[config.mk]
export PLATFORM = sky130hd
export DESIGN_NAME = serial_status_top
export DESIGN_NICKNAME = d
export VERILOG_FILES = /design/src/serial_port_pkg.sv /design/src/serial_rx_sampler.sv /design/src/serial_tx_shifter.sv /design/src/serial_status_top.sv
export VERILOG_INCLUDE_DIRS = /design/src /design/src/src
export SDC_FILE = /design/constraint.sdc
export NUM_CORES = 1
export LEC_CHECK = 0
export BUFFER_PORTS_ARGS = -buffer_cell sky130_fd_sc_hd__clkbuf_2
export CORE_MARGIN = 2
export CORE_UTILIZATION = 60
export DETAILED_ROUTE_END_ITERATION = 6
export MAX_ROUTING_LAYER = met4
export PLACE_DENSITY = 0.87
export SETUP_SLACK_MARGIN = 0.05
export SYNTH_ARGS = -nofsm -noshare
export SYNTH_HDL_FRONTEND = slang
export SYNTH_HIERARCHICAL = 1
export SYNTH_SLANG_ARGS = --single-unit
[constraint.sdc]
create_clock -name SYS_CLK_I -period 5.2 [get_ports SYS_CLK_I]
set_clock_uncertainty 0.2 [all_clocks]
set_input_delay 0.78 -clock SYS_CLK_I [delete_from_list [all_inputs] [get_ports SYS_CLK_I]]
set_output_delay 0.78 -clock SYS_CLK_I [all_outputs]
set_load 0.005 [all_outputs]
[src/serial_port_defines.svh]
// Constants of the serial port status block: offsets, fields, resets.
// Assumes inclusion by bare name; definitions only.
`ifndef SERIAL_PORT_DEFINES_SVH
`define SERIAL_PORT_DEFINES_SVH

// Register byte offsets on the APB bus
`define OFS_STATUS 8'h00
`define OFS_DATA 8'h04
`define OFS_CONTROL 8'h08
`define OFS_EVENT 8'h0C
`define OFS_MASK 8'h10

// Status and event bit positions
`define BIT_TX_EMPTY 7
`define BIT_TX_DONE 6
`define BIT_RX_FULL 5
`define BIT_IDLE 4
`define BIT_OVERRUN 3
`define BIT_NOISE 2
`define BIT_FRAMING 1
`define BIT_PARITY 0

// Control register bit positions
`define BIT_PARITY_TYPE 0
`define BIT_PARITY_ENABLE 1
`define BIT_IDLE_SELECT 2
`define BIT_NINE_BITS 3
`define BIT_TX_ENABLE 4
`define BIT_SEND_BREAK 5

// Reset values
`define RST_STATUS 8'hC0
`define RST_CONTROL 8'h00
`define RST_MASK 8'h00

// Timing counts: oversample ticks, sample votes and frame lengths in bits
`define OVERSAMPLE 5'd16
`define SUB_LAST 4'hF
`define START_SMP_FIRST 4'h3
`define START_SMP_LAST 4'h9
`define BIT_SMP_FIRST 4'h7
`define BIT_SMP_LAST 4'h9
`define START_MAJ 3'd4
`define BIT_MAJ 3'd2
`define FRAME_SHORT 4'd10
`define FRAME_LONG 4'd11

`endif

[src/serial_port_pkg.sv]
// Types shared by the serial port status block.
// Assumes nothing beyond a SystemVerilog compiler.
package serial_port_pkg;
  // Receiver sequencer, one-hot
  typedef enum logic [3:0] {
    RX_IDLE = 4'b0001,
    RX_START = 4'b0010,
    RX_DATA = 4'b0100,
    RX_STOP = 4'b1000
  } rx_state_t;
  // Transmit shifter, one-hot
  typedef enum logic [1:0] {
    TX_IDLE = 2'b01,
    TX_SHIFT = 2'b10
  } tx_state_t;
endpackage

[src/serial_rx_sampler.sv]
// Receive shifter with oversampled majority voting and idle counting.
// Assumes a synchronised line and a tick at sixteen per bit time.
`timescale 1ns/1ps
`default_nettype none
`include "serial_port_defines.svh"
module serial_rx_sampler
  import serial_port_pkg::*;
(
  input wire logic clk_i,
  input wire logic rst_i,
  input wire logic ce_i,
  input wire logic tick_i,
  input wire logic line_i,
  input wire logic nine_i,
  input wire logic idle_sel_i,
  output logic done_o,
  output logic [8:0] data_o,
  output logic noise_o,
  output logic frame_o,
  output logic idle_o
);
  rx_state_t state_q; // Sequencer
  logic [3:0] sub_q; // Tick within a bit
  logic [3:0] bitn_q; // Data bits taken
  logic [2:0] ones_q; // High samples in the current bit
  logic [8:0] sh_q; // Data shifter
  logic noise_q; // Any disagreeing sample so far
  logic [7:0] idle_cnt_q; // High ticks seen while counting
  logic smp; // This tick is a sample point
  logic bit_val; // Majority of the finished bit
  logic bit_noisy; // Samples of the finished bit disagree
  logic [7:0] idle_lim; // Ticks in one character time

  // Seven samples in the start bit, three in each other bit
  always_comb
  begin
    if (state_q == RX_START)
      smp = sub_q >= `START_SMP_FIRST && sub_q <= `START_SMP_LAST;
    else
      smp = sub_q >= `BIT_SMP_FIRST && sub_q <= `BIT_SMP_LAST;
    bit_val = ones_q >= `BIT_MAJ;
    bit_noisy = ones_q != 3'd0 && ones_q != 3'd3;
    idle_lim = (nine_i ? {4'd0, `FRAME_LONG} : {4'd0, `FRAME_SHORT}) << 4;
  end

  // Frame sequencer; a start that votes high is a glitch and is dropped
  always_ff @(posedge clk_i or posedge rst_i)
  begin
    if (rst_i)
    begin
      state_q <= RX_IDLE;
      sub_q <= 4'h0;
      bitn_q <= 4'h0;
      ones_q <= 3'd0;
      sh_q <= 9'h000;
      noise_q <= 1'b0;
      done_o <= 1'b0;
      data_o <= 9'h000;
      noise_o <= 1'b0;
      frame_o <= 1'b0;
    end
    else if (ce_i)
    begin
      done_o <= 1'b0;
      if (tick_i)
      begin
        sub_q <= sub_q + 4'h1;
        if (smp && state_q != RX_IDLE)
          ones_q <= ones_q + {2'b00, line_i};
        case (state_q)
          RX_IDLE:
          begin
            sub_q <= 4'h0;
            ones_q <= 3'd0;
            noise_q <= 1'b0;
            if (!line_i)
              state_q <= RX_START;
          end
          RX_START:
            if (sub_q == `SUB_LAST)
            begin
              ones_q <= 3'd0;
              bitn_q <= 4'h0;
              if (ones_q >= `START_MAJ)
                state_q <= RX_IDLE;
              else
              begin
                noise_q <= ones_q != 3'd0;
                state_q <= RX_DATA;
              end
            end
          RX_DATA:
            if (sub_q == `SUB_LAST)
            begin
              ones_q <= 3'd0;
              sh_q <= {bit_val, sh_q[8:1]};
              noise_q <= noise_q | bit_noisy;
              bitn_q <= bitn_q + 4'h1;
              if (bitn_q == (nine_i ? 4'd8 : 4'd7))
                state_q <= RX_STOP;
            end
          RX_STOP:
            if (sub_q == `SUB_LAST)
            begin
              done_o <= 1'b1;
              data_o <= nine_i ? sh_q : {1'b0, sh_q[8:1]};
              noise_o <= noise_q | bit_noisy;
              frame_o <= !bit_val;
              state_q <= RX_IDLE;
            end
          default:
            state_q <= RX_IDLE;
        endcase
      end
    end
  end

  // Idle timer: with select low it runs from the end of the start bit
  always_ff @(posedge clk_i or posedge rst_i)
  begin
    if (rst_i)
    begin
      idle_cnt_q <= 8'h00;
      idle_o <= 1'b0;
    end
    else if (ce_i)
    begin
      idle_o <= 1'b0;
      if (tick_i)
      begin
        if (!line_i || state_q == RX_START ||
            (idle_sel_i && state_q != RX_IDLE))
          idle_cnt_q <= 8'h00;
        else if (idle_cnt_q != idle_lim)
        begin
          idle_cnt_q <= idle_cnt_q + 8'h01;
          idle_o <= idle_cnt_q == idle_lim - 8'h01;
        end
      end
    end
  end
endmodule
`default_nettype wire

[src/serial_tx_shifter.sv]
// Transmit shifter for data, preamble (all ones) and break (all zeros).
// Assumes a tick at sixteen per bit time; loads only while not busy.
`timescale 1ns/1ps
`default_nettype none
`include "serial_port_defines.svh"
module serial_tx_shifter
  import serial_port_pkg::*;
(
  input wire logic clk_i,
  input wire logic rst_i,
  input wire logic ce_i,
  input wire logic tick_i,
  input wire logic nine_i,
  input wire logic load_i,
  input wire logic [10:0] frame_i,
  output logic busy_o,
  output logic txd_o
);
  tx_state_t state_q; // Shifter state
  logic [10:0] sh_q; // Frame, sent LSB first
  logic [3:0] left_q; // Bits still to send
  logic [3:0] sub_q; // Tick within a bit

  // Shift one bit per sixteen ticks; line rests high
  always_ff @(posedge clk_i or posedge rst_i)
  begin
    if (rst_i)
    begin
      state_q <= TX_IDLE;
      sh_q <= 11'h7FF;
      left_q <= 4'h0;
      sub_q <= 4'h0;
      busy_o <= 1'b0;
      txd_o <= 1'b1;
    end
    else if (ce_i)
    begin
      case (state_q)
        TX_IDLE:
          if (load_i)
          begin
            sh_q <= frame_i;
            left_q <= nine_i ? `FRAME_LONG : `FRAME_SHORT;
            sub_q <= 4'h0;
            busy_o <= 1'b1;
            state_q <= TX_SHIFT;
          end
        TX_SHIFT:
          if (tick_i)
          begin
            if (sub_q == 4'h0)
            begin
              txd_o <= sh_q[0];
              sh_q <= {1'b1, sh_q[10:1]};
            end
            sub_q <= sub_q + 4'h1;
            if (sub_q == `SUB_LAST)
            begin
              left_q <= left_q - 4'h1;
              if (left_q == 4'h1)
              begin
                busy_o <= 1'b0;
                txd_o <= 1'b1;
                state_q <= TX_IDLE;
              end
            end
          end
        default:
          state_q <= TX_IDLE;
      endcase
    end
  end
endmodule
`default_nettype wire

[src/serial_status_top.sv]
// Status flags of a serial port with APB register access.
// Assumes APB master on SYS_CLK_I and an asynchronous receive pin.
`timescale 1ns/1ps
`default_nettype none
`include "serial_port_defines.svh"
module serial_status_top
  import serial_port_pkg::*;
#(
  parameter int BAUD_DIV = 8 // Clock cycles per oversample tick
)
(
  input wire logic SYS_CLK_I,
  input wire logic RESET_I,
  input wire logic CLK_EN_I,
  input wire logic PSEL_I,
  input wire logic PENABLE_I,
  input wire logic PWRITE_I,
  input wire logic [7:0] PADDR_I,
  input wire logic [31:0] PWDATA_I,
  output logic [31:0] PRDATA_O,
  output logic PREADY_O,
  output logic PSLVERR_O,
  input wire logic RXD_I,
  output logic TXD_O,
  output logic IRQ_O
);
  import serial_port_pkg::*;

  logic [7:0] status_q; // Flag register
  logic [7:0] seen_q; // Flags seen set by the last status read
  logic [7:0] ctrl_q; // Control register
  logic [7:0] event_q; // Sticky interrupt status
  logic [7:0] mask_q; // Interrupt mask
  logic [8:0] rx_data_q; // Receive data register
  logic [8:0] tx_buf_q; // Transmit buffer
  logic pre_pend_q; // Queued preamble
  logic brk_pend_q; // Queued break
  logic idle_arm_q; // Idle detection armed
  logic done_cond_q; // Last cycle's completion condition
  logic [15:0] div_q; // Oversample divider
  logic tick_q; // Oversample tick
  logic rx_s1_q, rx_s2_q, rx_s3_q; // Receive pin synchroniser
  logic rx_line_q; // Filtered receive level
  logic access; // APB transfer completes this edge
  logic wr_data, rd_data, rd_status; // Side-effecting accesses
  logic wr_ctrl, wr_event;
  logic te_rise, brk_write; // Transmitter actions
  logic brk_req; // Break wanted by pending or held bit
  logic tx_busy, tx_load, tx_data_go;
  logic [10:0] tx_frame; // Frame handed to the shifter
  logic tx_idle_cond; // Transmitter fully quiet
  logic rx_done, rx_noise, rx_frame, rx_idle;
  logic [8:0] rx_word;
  logic rx_accept, rx_perr;
  logic [7:0] set_v, clr_v; // Flag set and clear vectors
  logic mapped; // Address hits a register
  logic [31:0] rd_mux; // Read data before the register

  // Parity over the used data bits: nine or eight
  function automatic logic par_of(input logic [8:0] d, input logic nine);
    par_of = nine ? ^d : ^d[7:0];
  endfunction

  // Bus decode for completed transfers
  always_comb
  begin
    access = PSEL_I && PENABLE_I && PREADY_O;
    wr_data = access && PWRITE_I && PADDR_I == `OFS_DATA;
    rd_data = access && !PWRITE_I && PADDR_I == `OFS_DATA;
    rd_status = access && !PWRITE_I && PADDR_I == `OFS_STATUS;
    wr_ctrl = access && PWRITE_I && PADDR_I == `OFS_CONTROL;
    wr_event = access && PWRITE_I && PADDR_I == `OFS_EVENT;
    te_rise = wr_ctrl && PWDATA_I[`BIT_TX_ENABLE] &&
              !ctrl_q[`BIT_TX_ENABLE];
    brk_write = wr_ctrl && PWDATA_I[`BIT_SEND_BREAK];
    mapped = PADDR_I == `OFS_STATUS || PADDR_I == `OFS_DATA ||
             PADDR_I == `OFS_CONTROL || PADDR_I == `OFS_EVENT ||
             PADDR_I == `OFS_MASK;
  end

  // Read multiplexer; bits above each register read as zero
  always_comb
  begin
    case (PADDR_I)
      `OFS_STATUS: rd_mux = {24'h000000, status_q};
      `OFS_DATA: rd_mux = {23'h000000, rx_data_q};
      `OFS_CONTROL: rd_mux = {24'h000000, ctrl_q};
      `OFS_EVENT: rd_mux = {24'h000000, event_q};
      `OFS_MASK: rd_mux = {24'h000000, mask_q};
      default: rd_mux = 32'h00000000;
    endcase
  end

  // APB answer: one wait state, then ready with registered data
  always_ff @(posedge SYS_CLK_I or posedge RESET_I)
  begin
    if (RESET_I)
    begin
      PREADY_O <= 1'b0;
      PRDATA_O <= 32'h00000000;
      PSLVERR_O <= 1'b0;
    end
    else if (CLK_EN_I)
    begin
      PREADY_O <= PSEL_I && PENABLE_I && !PREADY_O;
      if (PSEL_I && PENABLE_I && !PREADY_O)
      begin
        PRDATA_O <= PWRITE_I ? 32'h00000000 : rd_mux;
        PSLVERR_O <= !mapped;
      end
      else
        PSLVERR_O <= 1'b0;
    end
  end

  // Control and mask registers; status offset takes no writes
  always_ff @(posedge SYS_CLK_I or posedge RESET_I)
  begin
    if (RESET_I)
    begin
      ctrl_q <= `RST_CONTROL;
      mask_q <= `RST_MASK;
    end
    else if (CLK_EN_I)
    begin
      if (wr_ctrl)
        ctrl_q <= PWDATA_I[7:0];
      if (access && PWRITE_I && PADDR_I == `OFS_MASK)
        mask_q <= PWDATA_I[7:0];
    end
  end

  // Oversample tick, sixteen per bit time
  always_ff @(posedge SYS_CLK_I or posedge RESET_I)
  begin
    if (RESET_I)
    begin
      div_q <= 16'h0000;
      tick_q <= 1'b0;
    end
    else if (CLK_EN_I)
    begin
      tick_q <= div_q == 16'(BAUD_DIV - 1);
      div_q <= div_q == 16'(BAUD_DIV - 1) ? 16'h0000 : div_q + 16'h0001;
    end
  end

  // Pin synchroniser; level follows once stages two and three agree
  always_ff @(posedge SYS_CLK_I or posedge RESET_I)
  begin
    if (RESET_I)
    begin
      rx_s1_q <= 1'b1;
      rx_s2_q <= 1'b1;
      rx_s3_q <= 1'b1;
      rx_line_q <= 1'b1;
    end
    else if (CLK_EN_I)
    begin
      rx_s1_q <= RXD_I;
      rx_s2_q <= rx_s1_q;
      rx_s3_q <= rx_s2_q;
      if (rx_s2_q == rx_s3_q)
        rx_line_q <= rx_s3_q;
    end
  end

  // Transmit choice: break first, then preamble, then buffered data
  always_comb
  begin
    brk_req = brk_pend_q || ctrl_q[`BIT_SEND_BREAK];
    tx_load = ctrl_q[`BIT_TX_ENABLE] && !tx_busy &&
              (brk_req || pre_pend_q || !status_q[`BIT_TX_EMPTY]);
    tx_data_go = tx_load && !brk_req && !pre_pend_q;
    if (brk_req)
      tx_frame = 11'h000;
    else if (pre_pend_q)
      tx_frame = 11'h7FF;
    else if (ctrl_q[`BIT_NINE_BITS])
      tx_frame = {1'b1, ctrl_q[`BIT_PARITY_ENABLE] ?
                  (par_of(tx_buf_q, 1'b0) ^ ctrl_q[`BIT_PARITY_TYPE]) :
                  tx_buf_q[8], tx_buf_q[7:0], 1'b0};
    else
      tx_frame = {2'b11, ctrl_q[`BIT_PARITY_ENABLE] ?
                  (^tx_buf_q[6:0] ^ ctrl_q[`BIT_PARITY_TYPE]) :
                  tx_buf_q[7], tx_buf_q[6:0], 1'b0};
    tx_idle_cond = status_q[`BIT_TX_EMPTY] && !tx_busy && !tx_load &&
                   !brk_req && !pre_pend_q;
  end

  // Queued preamble on enable rising, queued break on break write
  always_ff @(posedge SYS_CLK_I or posedge RESET_I)
  begin
    if (RESET_I)
    begin
      pre_pend_q <= 1'b0;
      brk_pend_q <= 1'b0;
      tx_buf_q <= 9'h000;
      done_cond_q <= 1'b1;
    end
    else if (CLK_EN_I)
    begin
      done_cond_q <= tx_idle_cond;
      if (te_rise)
        pre_pend_q <= 1'b1;
      else if (tx_load && !brk_req)
        pre_pend_q <= 1'b0;
      if (brk_write)
        brk_pend_q <= 1'b1;
      else if (tx_load && brk_req)
        brk_pend_q <= 1'b0;
      if (wr_data)
        tx_buf_q <= PWDATA_I[8:0];
    end
  end

  // Receive acceptance; a data read in the same cycle frees the register if the last status read saw it full
  always_comb
  begin
    rx_accept = rx_done && !(status_q[`BIT_RX_FULL] &&
                !(rd_data && seen_q[`BIT_RX_FULL]));
    rx_perr = ctrl_q[`BIT_PARITY_ENABLE] &&
              (par_of(rx_word, ctrl_q[`BIT_NINE_BITS]) !=
               ctrl_q[`BIT_PARITY_TYPE]);
  end

  // Flag set events
  always_comb
  begin
    set_v = 8'h00;
    set_v[`BIT_TX_EMPTY] = tx_data_go;
    set_v[`BIT_TX_DONE] = tx_idle_cond && !done_cond_q;
    set_v[`BIT_RX_FULL] = rx_accept;
    set_v[`BIT_IDLE] = rx_idle && idle_arm_q;
    set_v[`BIT_OVERRUN] = rx_done && !rx_accept;
    set_v[`BIT_NOISE] = rx_accept && rx_noise;
    set_v[`BIT_FRAMING] = rx_accept && rx_frame;
    set_v[`BIT_PARITY] = rx_accept && rx_perr;
  end

  // Flag clear sequences, only for flags the status read saw set
  always_comb
  begin
    clr_v = 8'h00;
    clr_v[`BIT_TX_EMPTY] = wr_data && seen_q[`BIT_TX_EMPTY];
    clr_v[`BIT_TX_DONE] = (wr_data || te_rise || brk_write) &&
                          seen_q[`BIT_TX_DONE];
    clr_v[5:0] = rd_data ? seen_q[5:0] : 6'h00;
  end

  // Flag register; a set in the clearing cycle wins
  always_ff @(posedge SYS_CLK_I or posedge RESET_I)
  begin
    if (RESET_I)
      status_q <= `RST_STATUS;
    else if (CLK_EN_I)
      status_q <= (status_q & ~clr_v) | set_v;
  end

  // Status read arms the clears; the matching access consumes them
  always_ff @(posedge SYS_CLK_I or posedge RESET_I)
  begin
    if (RESET_I)
      seen_q <= 8'h00;
    else if (CLK_EN_I)
    begin
      if (rd_status)
        seen_q <= PRDATA_O[7:0];
      else
      begin
        if (rd_data)
          seen_q[5:0] <= 6'h00;
        if (wr_data)
          seen_q[7:6] <= 2'b00;
        else if (te_rise || brk_write)
          seen_q[`BIT_TX_DONE] <= 1'b0;
      end
    end
  end

  // Receive data register and idle arming
  always_ff @(posedge SYS_CLK_I or posedge RESET_I)
  begin
    if (RESET_I)
    begin
      rx_data_q <= 9'h000;
      idle_arm_q <= 1'b0;
    end
    else if (CLK_EN_I)
    begin
      if (rx_accept)
        rx_data_q <= rx_word;
      if (rx_accept)
        idle_arm_q <= 1'b1;
      else if (rx_idle)
        idle_arm_q <= 1'b0;
    end
  end

  // Sticky events, write one to clear, and the level interrupt
  always_ff @(posedge SYS_CLK_I or posedge RESET_I)
  begin
    if (RESET_I)
    begin
      event_q <= 8'h00;
      IRQ_O <= 1'b0;
    end
    else if (CLK_EN_I)
    begin
      event_q <= (event_q & ~(wr_event ? PWDATA_I[7:0] : 8'h00)) | set_v;
      IRQ_O <= |(event_q & mask_q);
    end
  end

  // Receive shifter
  serial_rx_sampler u_rx (
    .clk_i(SYS_CLK_I),
    .rst_i(RESET_I),
    .ce_i(CLK_EN_I),
    .tick_i(tick_q),
    .line_i(rx_line_q),
    .nine_i(ctrl_q[`BIT_NINE_BITS]),
    .idle_sel_i(ctrl_q[`BIT_IDLE_SELECT]),
    .done_o(rx_done),
    .data_o(rx_word),
    .noise_o(rx_noise),
    .frame_o(rx_frame),
    .idle_o(rx_idle)
  );

  // Transmit shifter drives the pin from its own flop
  serial_tx_shifter u_tx (
    .clk_i(SYS_CLK_I),
    .rst_i(RESET_I),
    .ce_i(CLK_EN_I),
    .tick_i(tick_q),
    .nine_i(ctrl_q[`BIT_NINE_BITS]),
    .load_i(tx_load),
    .frame_i(tx_frame),
    .busy_o(tx_busy),
    .txd_o(TXD_O)
  );
endmodule
`default_nettype wire

==> flow_metrics.py <==
metrics = {
    "cells_and_area": {
        "antenna-diode-count": 0,
        "final_util": 0.665,
        "finish.instance_area_um2": 9190,
        "final_cell_mix": "nand2_1 (149), dfrtp_1 (143), o21ai_0 (50), nor2_1 (48)",
        "final_common_cell": "nand2_1",
        "ff_latch_area_um2": 4130,
        "drive_gt1_frac": 0.193,
        "fill_cells": 1010,
        "finalNetCount": 896,
        "multiInputGateArea_um2": 3950,
        "syn_to_final_growth_pct": 8.77,
        "fin_cells": 1029,
    },
    "critical_path": {
        "worstSetupEndpointType": "flop",
        "crit_top_cell": "nor2_1",
        "crit_fanout": 35,
        "max_stage_delay_ps": 790,
        "crit_required_ps": 5320,
        "crit_arrival_ps": 3250,
        "crit_family": "simple AND/OR/NAND/NOR gates",
        "path_class": "in2reg",
        "critPathBufInv": 1,
        "worstPathCellList": "clkbuf_2, nand3_1, or3_1, nor2_1, nor2_1, a22o_1",
        "start_kind": "primary input",
        "crit_path_top_delay_cell": "nor2_1",
    },
    "clock_tree": {
        "hold_buffers": 0,
        "cts_max_level": 4,
        "clkTransAtPathRegs_ps": 70,
        "post_cts_buffers": 0,
        "root_buffer": "clkbuf_16",
        "cts_buffer_depth": 2,
        "cts_tree": "done",
        "ctsResizeCount": 0,
        "cts_sinks": 164,
        "clock_latency_ps": 430,
        "cts_buffers": 17,
    },
    "global_routing": {
        "grt_max_degree": 59,
        "grt_use_total": 0.261,
        "gr-total-overflow": 0,
        "grt_antenna_before_repair": 0,
        "grt_pass1_vias": 6156,
        "grt_pass1_wl_mm": 29.7,
    },
    "status": {
        "status": "complete, no violations",
    },
    "drt": {
        "vias": 6317,
        "routed_wl_mm": 18.4,
        "drt_first_pass_iters": 5,
        "routedWlPerCell_um": 17.8,
        "drc": 0,
        "ant_nets": 0,
        "vias_per_cell": 6.14,
        "dr.first_iter.drc_count": 561,
    },
    "synth": {
        "synth_top_cells_by_area": "dfrtp_1 (42%), nand2_1 (6.6%), dfstp_2 (6.5%)",
        "yosys.area.top_type": "dfrtp_1",
        "netlist_area_um2": 8450,
        "synth_flop_cell": "dfrtp_1",
        "ys_warn_count": 6,
        "synth_top_cell_area_share": 0.424,
        "ys_seq_elements": 164,
        "seq_area_frac_synth": 0.489,
        "synth_cell_type_count": 80,
        "async_flop_share": 1.00,
        "syn_inst": 814,
        "synth_edf_count": 0,
        "syn_area_per_cell_um2": 10.4,
    },
    "floorplan": {
        "num_rows": 43,
        "die_h_um": 123,
        "dieArea_um2": 15000,
        "core-area_um2": 13800,
        "ioPinCount": 83,
        "initial_core_util": 0.611,
        "die_x_um": 123,
    },
    "pwr": {
        "power.density_nw_per_um2": 341,
        "leakage_nw": 4.30,
        "power_mw": 3.13,
        "vdd_drop_max_mv": 0.243,
    },
    "placement": {
        "dp.cells": 997,
        "place_area_um2": 8600,
        "numPortBuffers": 36,
        "place.gp.congestion": 0.895,
        "dp_slack_ps": 1740,
        "hpwl_mm": 12.1,
    },
    "timing": {
        "finalMaxSlewViolations": 0,
        "relSlewSlack": 0.338,
        "hold_viol": 0,
        "period_needed_ps": 3130,
        "timing.final.crit_share": 0.602,
        "holdWs_ps": 273,
        "worst_pin_slew_ps": 990,
        "timing.setup.tns_ps": 0,
        "setup_violations": 0,
        "fmax_ghz": 0.320,
        "timing.final.ws_setup_ps": 2070,
        "rsz0062_at_grt": "false",
    },
    "job": {
        "maxCapViolCount": 0,
    },
    "hold_path": {
        "hold_class": "reg2reg",
    },
}
kinds of logic (layout without fill, tap and decap cells):
logic type	count (synthesis)	count (layout)	synth area share
buffers and inverters	81	94	0.0536
DFF	164	164	0.489
xor gates and xnor gates	38	38	0.0410
AOI/OAI and AO/OA	151	151	0.122
muxes	59	59	0.0884
adders and majority gates	13	13	0.0193
and+or+nand+nor	307	307	0.186
other	1	23	0.000444
metal layers:
layer  wire, µm  track usage  share of wire
met1       7590        0.313           0.41
met4        696        0.119          0.038
met3       1020       0.0516          0.056
met2       9070        0.429           0.49
met5          0            -              0
state kept, by name, indices dropped and copies added (netlist names), 9 cells and up:
| register | cells |
|---|---|
| PRDATA_O | 9 |
| u_rx/sh_q | 9 |
| tx_buf_q | 9 |
| u_rx/data_o | 9 |
| rx_data_q | 9 |
| div_q | 16 |
| u_tx/sh_q | 11 |
synth_stat cells, drive strengths merged (11+ instances only):
cell type / instances
nand2: 149
clkbuf: 16
nor3: 19
a21o: 11
mux2: 39
mux2i: 12
o21ai: 54
nor2: 48
nand3: 20
xnor2: 28
dfrtp: 143
buf: 43
inv: 22
dfstp: 21
ha: 13
a21oi: 15
a31oi: 17
where the power goes:
part	switching, mW	internal [mW]	leakage, nW
clock	0.512	0.753	0.279
sequential	0.114	1.37	2.16
combinational	0.224	0.166	1.86
total	0.850	2.28	4.30
final timing paths:
path	from	to	slack, ps	depth (start not counted)
hold / removal	ctrl_q[6]$_DFFE_PP0P_	ctrl_q[6]$_DFFE_PP0P_	270	2
setup reg to reg	PREADY_O$_DFFE_PP0P_	seen_q[7]$_DFFE_PP0P_	2790	5
hold reg to reg	ctrl_q[6]$_DFFE_PP0P_	ctrl_q[6]$_DFFE_PP0P_	270	2
setup / recovery	CLK_EN_I	seen_q[7]$_DFFE_PP0P_	2070	6
min in group asynchronous	RESET_I	pre_pend_q$_DFFE_PP0P_	300	2
max in group asynchronous	RESET_I	status_q[0]$_DFFE_PP0P_	3540	3
worst reg2reg max path: stages, from the launching register on:
cell	delay [ps]
dfrtp_1	430
inv_1	110
or3_1	460
nor2_1	790
nor2_1	100
a22o_1	220
area by class of cell:
cell class | count | share of cell area
flip-flops and latches | 164 | 0.449
multi-input cells | 591 | 0.430
clock buffers | 19 | 0.0471
well taps | 180 | 0.0245
repair buffers | 40 | 0.0229
clock inverters | 13 | 0.0172
inverters | 22 | 0.00926
Note: power is estimated with default switching activity, not from simulation.
